===== config.mk =====
export PLATFORM = sky130hd
export DESIGN_NAME = flash_cmd_host
export DESIGN_NICKNAME = d
export VERILOG_FILES = /design/src/hdl/flash_cmd_host.v
export VERILOG_INCLUDE_DIRS = /design/src /design/src/hdl
export SDC_FILE = /design/constraint.sdc
export NUM_CORES = 1
export LEC_CHECK = 0
export BUFFER_PORTS_ARGS = -buffer_cell sky130_fd_sc_hd__buf_2
export CORE_ASPECT_RATIO = 0.5
export CORE_MARGIN = 10
export CORE_UTILIZATION = 58
export DETAILED_ROUTE_END_ITERATION = 7
export GPL_ROUTABILITY_DRIVEN = 0
export PLACE_DENSITY_LB_ADDON = 0.1
export SYNTH_ARGS = -nofsm -noshare
export SYNTH_HDL_FRONTEND = slang
export SYNTH_SLANG_ARGS = --single-unit

===== constraint.sdc =====
create_clock -name clk -period 3.6 [get_ports clk]
set_clock_uncertainty 0.05 [all_clocks]
set_input_delay 0 -clock clk [delete_from_list [all_inputs] [get_ports clk]]
set_output_delay 0 -clock clk [all_outputs]
set_load 0.02 [all_outputs]

===== src/hdl/flash_cmd_map.vh =====
/*
 * Opcodes, phase lengths and link constants for the serial flash command host.
 * Assumes a flash device on the far side, clocked by the host-made serial clock.
 */
// Functional notes
// - Write enable 06h, disable 04h, volatile enable 50h: lone 8-clock opcode.
// - Block lock 36h and unlock 39h: opcode plus three address bytes.
// - Global lock 7Eh and unlock 98h: opcode only, 8 clocks.
// - OTP program 9Bh: three address bytes, then 1 to 128 host bytes.
// - Status read 65h: one address byte, one dummy, one returned byte, or up to 6 when the address is 01h.
// - Status write 01h, 31h, 11h: opcode then one host byte.
// - Status write 71h: one address byte then one host byte.
// - Status lock 6Fh: opcode then two host bytes, 24 clocks.
// - Power-down B9h and 79h: opcode only.
// - Software reset: frame 66h then frame 99h.
// - Terminate F0h: opcode then one host byte.
// - Status interrupt 25h: variable dummy bytes, no data.
// - Read-modify-write 0Ah: address then host bytes; EFh opcode only.
// - Lines per phase: one means io0 out and io1 in; quad puts address, dummy and data on io0 to io3.
`ifndef FLASH_CMD_MAP_VH
`define FLASH_CMD_MAP_VH
`define OP_WREN      8'h06
`define OP_WRDI      8'h04
`define OP_VWREN     8'h50
`define OP_BLK_LOCK  8'h36
`define OP_BLK_ULOCK 8'h39
`define OP_BLK_QRYA  8'h3C
`define OP_BLK_QRYB  8'h3D
`define OP_GLB_LOCK  8'h7E
`define OP_GLB_ULOCK 8'h98
`define OP_OTP_PROG  8'h9B
`define OP_OTP_READ  8'h4B
`define OP_SR1_RD    8'h05
`define OP_SR2_RD    8'h35
`define OP_SR3_RD    8'h15
`define OP_SRX_RD    8'h65
`define OP_SR1_WR    8'h01
`define OP_SR2_WR    8'h31
`define OP_SR3_WR    8'h11
`define OP_SRX_WR    8'h71
`define OP_SR_LOCK   8'h6F
`define OP_DPD       8'hB9
`define OP_UDPD      8'h79
`define OP_RESUME    8'hAB
`define OP_RST_EN    8'h66
`define OP_RST       8'h99
`define OP_TERM      8'hF0
`define OP_ID_SPI    8'h90
`define OP_ID_QUAD   8'h94
`define OP_JEDEC     8'h9F
`define OP_ASI       8'h25
`define OP_RMW       8'h0A
`define OP_LBD       8'hEF
`define OP_SFDP      8'h5A
`define OTP_MAX      8'h80
`define SRX_MAX      8'h06
`define JEDEC_LEN    8'h05
`define ID_LEN       8'h02
`define SCK_HALF     4'h8
`define GAP_CYCLES   4'h8
`endif


===== src/hdl/flash_cmd_host.v =====
/*
 * Host controller framing protection, status, power, reset and ID commands.
 * Assumes a flash device on cs_n/sck/si/so; io pins resolved in the bench.
 */
`timescale 1ns/100ps
`include "flash_cmd_map.vh"
module flash_cmd_host (
    // Clock and reset
    input  wire        clk,
    input  wire        rst_n,
    // Command request
    input  wire        cmd_valid,
    input  wire [7:0]  cmd_op,
    input  wire [23:0] cmd_addr,
    input  wire [7:0]  cmd_len,
    input  wire [7:0]  cmd_dummy,
    output reg         cmd_ready,
    // Write data stream
    input  wire [7:0]  wr_data,
    output reg         wr_take,
    // Read data stream
    output reg  [7:0]  rd_data,
    output reg         rd_valid,
    output reg         busy_level,
    output reg         done,
    output reg         bad_cmd,
    // Flash pins
    output reg         cs_n,
    output reg         sck,
    output reg         io0_out,
    output reg         io0_oe,
    input  wire        io0_in,
    output reg         io1_out,
    output reg         io1_oe,
    input  wire        io1_in,
    output reg         io2_out,
    output reg         io2_oe,
    input  wire        io2_in,
    output reg         io3_out,
    output reg         io3_oe,
    input  wire        io3_in
);
////////////////////////////////////////////////////////////////////////////////
localparam [5:0] ST_IDLE = 6'b00_0001;
localparam [5:0] ST_CMD  = 6'b00_0010;
localparam [5:0] ST_ADDR = 6'b00_0100;
localparam [5:0] ST_DUM  = 6'b00_1000;
localparam [5:0] ST_DATA = 6'b01_0000;
localparam [5:0] ST_GAP  = 6'b10_0000;
// Frame shape: addr bytes, dummy bytes, data bytes, read, quad
function [19:0] shape;
    input [7:0] op;
    input [7:0] len;
    input [7:0] dum;
    input [23:0] adr;
    begin
        case (op)
            `OP_WREN, `OP_WRDI, `OP_VWREN, `OP_GLB_LOCK, `OP_GLB_ULOCK,
            `OP_DPD, `OP_UDPD, `OP_RST_EN, `OP_RST, `OP_LBD:
                shape = 20'h0_0000;
            `OP_BLK_LOCK, `OP_BLK_ULOCK:
                shape = {2'd3, 8'd0, 8'd0, 2'b00};
            `OP_BLK_QRYA, `OP_BLK_QRYB:
                shape = {2'd3, 8'd0, 8'd1, 2'b10};
            `OP_OTP_PROG:
                shape = {2'd3, 8'd0, (len > `OTP_MAX) ? `OTP_MAX : len, 2'b00};
            `OP_OTP_READ:
                shape = {2'd3, 8'd1, (len > `OTP_MAX) ? `OTP_MAX : len, 2'b10};
            `OP_SR1_RD, `OP_SR2_RD, `OP_SR3_RD:
                shape = {2'd0, 8'd0, 8'd1, 2'b10};
            `OP_SRX_RD:
                shape = {2'd1, 8'd1, (adr[7:0] == 8'h01 && len > 8'd1) ?
                    ((len > `SRX_MAX) ? `SRX_MAX : len) : 8'd1, 2'b10};
            `OP_SR1_WR, `OP_SR2_WR, `OP_SR3_WR, `OP_TERM:
                shape = {2'd0, 8'd0, 8'd1, 2'b00};
            `OP_SRX_WR:
                shape = {2'd1, 8'd0, 8'd1, 2'b00};
            `OP_SR_LOCK:
                shape = {2'd0, 8'd0, 8'd2, 2'b00};
            `OP_RESUME:
                shape = (len == 8'd0) ? 20'h0_0000 : {2'd3, 8'd0, 8'd1, 2'b10};
            `OP_ID_SPI:
                shape = {2'd3, 8'd0, `ID_LEN, 2'b10};
            `OP_ID_QUAD:
                shape = {2'd3, 8'd1, `ID_LEN, 2'b11};
            `OP_JEDEC:
                shape = {2'd0, 8'd0, `JEDEC_LEN, 2'b10};
            `OP_ASI:
                shape = {2'd0, dum, 8'd0, 2'b00};
            `OP_RMW:
                shape = {2'd3, 8'd0, len, 2'b00};
            `OP_SFDP:
                shape = {2'd3, 8'd1, len, 2'b10};
            default:
                shape = 20'hF_FFFF;
        endcase
    end
endfunction
////////////////////////////////////////////////////////////////////////////////
// Input synchronisers
reg [3:0] io_meta;
reg [3:0] io_sync;
always @(posedge clk) begin
    if (!rst_n) begin
        io_meta <= 4'h0;
        io_sync <= 4'h0;
    end else begin
        io_meta <= {io3_in, io2_in, io1_in, io0_in};
        io_sync <= io_meta;
    end
end
////////////////////////////////////////////////////////////////////////////////
reg [5:0]  state;
reg [19:0] fr;
reg [7:0]  op;
reg [23:0] addr;
reg [7:0]  sh;
reg [7:0]  byte_left;
reg [3:0]  bit_left;
reg [3:0]  div;
reg [3:0]  gap;
wire       quad   = fr[0];
wire       is_rd  = fr[1];
wire [7:0] n_dat  = fr[9:2];
wire [7:0] n_dum  = fr[17:10];
wire [1:0] n_adr  = fr[19:18];
wire       edge_r = sck == 1'b0 && div == 4'h0;
wire       edge_f = sck == 1'b1 && div == 4'h0;
wire       wide   = quad && state != ST_CMD;
wire       last_b = bit_left == 4'h1;
wire       rd_ph  = state == ST_DATA && is_rd;
wire [19:0] next_fr = shape(cmd_op, cmd_len, cmd_dummy, cmd_addr);
always @(posedge clk) begin
    if (!rst_n) begin
        state <= ST_IDLE; fr <= 20'h0_0000; op <= 8'h00; addr <= 24'h00_0000;
        sh <= 8'h00; byte_left <= 8'h00; bit_left <= 4'h0; div <= 4'h0;
        gap <= 4'h0; cmd_ready <= 1'b1; wr_take <= 1'b0; rd_data <= 8'h00;
        rd_valid <= 1'b0; busy_level <= 1'b0; done <= 1'b0; bad_cmd <= 1'b0;
        cs_n <= 1'b1; sck <= 1'b0; io0_out <= 1'b0; io0_oe <= 1'b0;
        io1_out <= 1'b0; io1_oe <= 1'b0; io2_out <= 1'b0; io2_oe <= 1'b0;
        io3_out <= 1'b0; io3_oe <= 1'b0;
    end else begin
        wr_take <= 1'b0;
        rd_valid <= 1'b0;
        done <= 1'b0;
        bad_cmd <= 1'b0;
        if (state != ST_IDLE && state != ST_GAP)
            div <= (div == 4'h0) ? `SCK_HALF - 4'h1 : div - 4'h1;
        case (state)
            ST_IDLE: begin
                if (cmd_valid) begin
                    cmd_ready <= 1'b0;
                    if (next_fr == 20'hF_FFFF) begin
                        bad_cmd <= 1'b1;
                        done <= 1'b1;
                        gap <= `GAP_CYCLES;
                        state <= ST_GAP;
                    end else begin
                        fr <= next_fr; op <= cmd_op; addr <= cmd_addr;
                        sh <= cmd_op; bit_left <= 4'h8; div <= `SCK_HALF - 4'h1;
                        cs_n <= 1'b0; io0_oe <= 1'b1; io0_out <= cmd_op[7];
                        state <= ST_CMD;
                    end
                end
            end
            ST_CMD, ST_ADDR, ST_DUM, ST_DATA: begin
                if (edge_r) begin
                    sck <= 1'b1;
                    if (rd_ph)
                        sh <= wide ? {sh[3:0], io_sync} : {sh[6:0], io_sync[1]};
                    if (op == `OP_ASI && state == ST_DUM)
                        busy_level <= io_sync[1];
                end else if (edge_f) begin
                    sck <= 1'b0;
                    if (last_b || (wide && bit_left == 4'h4)) begin
                        if (rd_ph) begin
                            rd_data <= sh;
                            rd_valid <= 1'b1;
                        end
                        if (state == ST_CMD && n_adr != 2'd0) begin
                            state <= ST_ADDR; byte_left <= {6'd0, n_adr};
                            sh <= cmd_addr_byte(addr, n_adr);
                        end else if (state == ST_ADDR && byte_left > 8'd1) begin
                            byte_left <= byte_left - 8'd1;
                            sh <= cmd_addr_byte(addr, byte_left[1:0] - 2'd1);
                        end else if ((state == ST_CMD || state == ST_ADDR) && n_dum != 8'd0) begin
                            state <= ST_DUM; byte_left <= n_dum; sh <= 8'h00;
                        end else if (state == ST_DUM && byte_left > 8'd1) begin
                            byte_left <= byte_left - 8'd1;
                        end else if (state != ST_DATA && n_dat != 8'd0) begin
                            state <= ST_DATA; byte_left <= n_dat;
                            sh <= wr_data; wr_take <= !is_rd;
                        end else if (state == ST_DATA && byte_left > 8'd1) begin
                            byte_left <= byte_left - 8'd1;
                            sh <= is_rd ? 8'h00 : wr_data; wr_take <= !is_rd;
                        end else begin
                            state <= ST_GAP; gap <= `GAP_CYCLES; cs_n <= 1'b1;
                            done <= 1'b1;
                        end
                        bit_left <= 4'h8;
                    end else begin
                        bit_left <= bit_left - (wide ? 4'h4 : 4'h1);
                        if (!rd_ph)
                            sh <= wide ? {sh[3:0], 4'h0} : {sh[6:0], 1'b0};
                    end
                end
            end
            ST_GAP: begin
                // each reset step ends its own frame
                gap <= gap - 4'h1;
                if (gap == 4'h0) begin
                    state <= ST_IDLE; cmd_ready <= 1'b1;
                end
            end
            default: state <= ST_IDLE;
        endcase
        // Pin drive follows shift register and phase
        if (state != ST_IDLE && state != ST_GAP) begin
            io0_oe <= !(rd_ph || (state == ST_DUM && (quad || op == `OP_ASI)));
            io1_oe <= wide && !rd_ph && state != ST_DUM;
            io2_oe <= wide && !rd_ph && state != ST_DUM;
            io3_oe <= wide && !rd_ph && state != ST_DUM;
        end
        if (state == ST_GAP) begin
            io0_oe <= 1'b0; io1_oe <= 1'b0; io2_oe <= 1'b0; io3_oe <= 1'b0;
        end
        if (state != ST_IDLE) begin
            io0_out <= wide ? sh[4] : sh[7];
            io1_out <= sh[5];
            io2_out <= sh[6];
            io3_out <= sh[7];
        end
    end
end
// Address byte selector, index 3 is the most significant
function [7:0] cmd_addr_byte;
    input [23:0] a;
    input [1:0]  idx;
    begin
        case (idx)
            2'd3: cmd_addr_byte = a[23:16];
            2'd2: cmd_addr_byte = a[15:8];
            default: cmd_addr_byte = a[7:0];
        endcase
    end
endfunction
endmodule


==> impl_metrics.ini <==
[run_status]
status = finished, final reports clean

[clock_network]
cts_buffers = 17
cts_tree = done
path_clk_slew_ns = 0.06
htree_levels = 4
clock_latency_ns = 0.42
cts_buffer_depth = 2
postCtsSetupRepairBufs = 0
cts-root-buf = clkbuf_16
cts.sinks = 116

[pwr]
clockPowerShare_pct = 46.9
p_int_mw = 2.704
powerDensity_mw_per_mm2 = 459.8
peakVddDrop_mv = 0.2596
pwr-share-seq_pct = 36.8
p_sw_share_pct = 29.09
power_frac_comb_pct = 16.3
leakagePower_nw = 3.181
p_switching_mw = 1.109

[final_layout]
antenna-diode-count = 0
drive_gt1_share_pct = 15.74
num-nets-final = 1065
final_area_sq_mm = 0.008293
utilization_pct = 75.07
syn2layout_area_growth_pct = 26.15
fill_cells = 827

[synth]
synth.area.top_cells = dfxtp_1 (35%), nand2_1 (8.0%), a21oi_1 (7.5%), nor2_1 (4.6%), mux2i_1 (4.1%)
synth-xor-area-share_pct = 1.466
async_reset_ff_share_pct = 0
yosysMostFrequentCell = nand2_1
synth_compound_area_share_pct = 22.67
yosys_register_bits = 116
syn_inst = 876
synthesis.nets = 949
synth_edf_count = 0
synth.cell_area_sq_mm = 0.006574
synth_ff_type = dfxtp_1
synthTopCellsByCount = nand2_1 (140), dfxtp_1 (116), a21oi_1 (99)
synthMuxAreaShare_pct = 4.968
synthSimpleGateAreaFrac_pct = 29.12
synth_cell_types = 73
synth_top_area_cell = dfxtp_1
ys_seq_area_share_pct = 35.33
synthAdderAreaFrac_pct = 1.903
synth_top_area_share_pct = 35.33
ys_warn_count = 0
postSynthAreaPerCell_sq_um = 7.504
synth_top_family_by_area = simple AND/OR/NAND/NOR gates

[floorplanning]
ios = 87
num_rows = 27
start_util_pct = 59.51
core_area_sq_mm = 0.01105
die_w_um = 170.6
die-area_sq_mm = 0.01625
die_h_um = 95.28

[route]
via_per_inst = 6.276
wirelength_um = 22240
dr.pass1.iters = 5
avgRoutedWirePerCell_um = 19.35
drc = 0
initialDrtViolationCount = 936
ant_nets = 0
vias = 7211

[sta]
min_period_ns = 3.045
worst_pin_slew_ns = 0.9614
fin_setup_tns_ns = 0
rsz0062_at_grt = false
finalHoldViolations = 0
worst_slack_ns = 0.5552
fmax_ghz = 0.3284
slew_viol_final = 0
period_share_pct = 84.58
slew-limit-headroom_pct = 35.81
hold-worst-slack_ns = 0.03346
setup_viol = 0

[grt]
grt_pass1_vias = 6553
grt-ovfl-total = 0
grt_pass1_wl_um = 35080
grt_use_total_pct = 27.07
grt_max_degree = 55
antenna_found_initial = 0

[setup_path]
path_buf_inv = 0
worstSetupStartpointType = register
r2r_setup_slack_ns = 0.56
crit_chain = or4_4 > nor4_1 > o211ai_1 > nor3_1 > nand2b_1 > a21oi_1 > a221oi_1
crit_fanout = 8
cp_slowest_cell = nor4_1
crit_type = reg -> reg
endpoint_kind = register
cp.arrival_ns = 3.32
worstPathRequired_ns = 3.88
critPathTopFamily = simple AND/OR/NAND/NOR gates
max_stage_delay_ns = 0.60

[flow_run]
cap_violations = 0

[worst_hold_path]
min_path_type = in -> reg

[place]
preCtsSetupSlack_ns = 0.6466
io_buffers = 86
dp_hpwl_um = 15160
place_area_sq_mm = 0.007109
logic make-up after synthesis:
| logic type | count (synthesis) |
|---|---|
| xor+xnor | 11 |
| buf+inv | 76 |
| simple gates | 398 |
| fa+ha+maj | 10 |
| mux | 32 |
| compound gates | 233 |
| flops | 116 |
power by group through the flow:
stage	logic, mW	clock network [mW]	registers [mW]
after floorplan	0.375	0	1.42
after detailed placement	0.549	0	1.43
after global routing	0.678	1.83	1.41
after CTS	0.602	1.78	1.40
final	0.623	1.79	1.40
after global placement	0.540	0	1.42
state kept, by name, summed over array words and instances, names as in the netlist, 4 cells and up:
register and cells:
fr 20, op 8, rd_data 8, sh 8
bit_left 4, gap 4, state 6, div 4
io_meta 4, addr 24, byte_left 8, io_sync 4
placed cells by master, fill, tap and decap left out, drive strengths merged, types with 4 or more instances in the layout:
master / n
ha: 10
nand3: 37
a221oi: 4
clkbuf: 18
mux2i: 27
nor3: 38
nand4: 11
xor2: 8
clkinv: 4
o21ai: 39
o211ai: 12
nor2: 81
and3: 7
inv: 18
nor2b: 9
nor4: 13
nand2b: 9
mux2: 5
and2: 12
a2111oi: 7
a31oi: 9
a211oi: 11
nand2: 140
a21oi: 99
a22oi: 13
or2: 5
or4: 10
or3: 10
dlygate4sd3: 57
buf: 101
dfxtp: 116
o21a: 6
worst register-to-register path, cell delays in order, from the launching register on:
cell and delay (ns):
dfxtp_1 0.36, or4_4 0.57, nor4_1 0.60, o211ai_1 0.27, nor3_1 0.35, nand2b_1 0.40
a21oi_1 0.08, a221oi_1 0.27
what timing repair did:
item,4_1_cts,5_1_grt
hold buffers,57,0
resized for setup,0,0
hold endpoints to repair,58,0
metal layers:
layer	share of wire (%)	vias to the layer above	GRT usage, %
li1	-	3406	-
met1	44	3319	36.70
met2	42	437	40.32
met3	13	49	8.574
met4	1.8	0	8.267
met5	0	-	0
final timing paths:
| path | end | cells after the start | from |
|---|---|---|---|
| setup / recovery | byte_left[0] | 7 | byte_left[2] |
| hold / removal | cmd_ready | 2 | rst_n |
| setup reg to reg | byte_left[0] | 7 | byte_left[2] |
| hold reg to reg | io2_out | 2 | io2_out |
per-stage QoR:
| stage | cells | power, mW |
|---|---|---|
| 6_report | 1149 | 3.813 |
| 5_1_grt | 1149 | 3.919 |
| 4_1_cts | 1149 | 3.777 |
| 3_5_place_dp | 1061 | 1.974 |
| 3_3_place_gp | 1061 | 1.963 |
| 2_1_floorplan | 876 | 1.793 |
final cells by class:
class,instances,area (sq um),area share (%)
clock buffers,18,439.2,5.296
inverters,15,56.30,0.6789
well taps,145,181.4,2.188
repair buffers,158,1139,13.73
flip-flops and latches,116,2322,28.00
clock inverters,13,173.9,2.097
multi-input cells,684,3981,48.01
No activity file was read; power rests on OpenSTA's default activity.
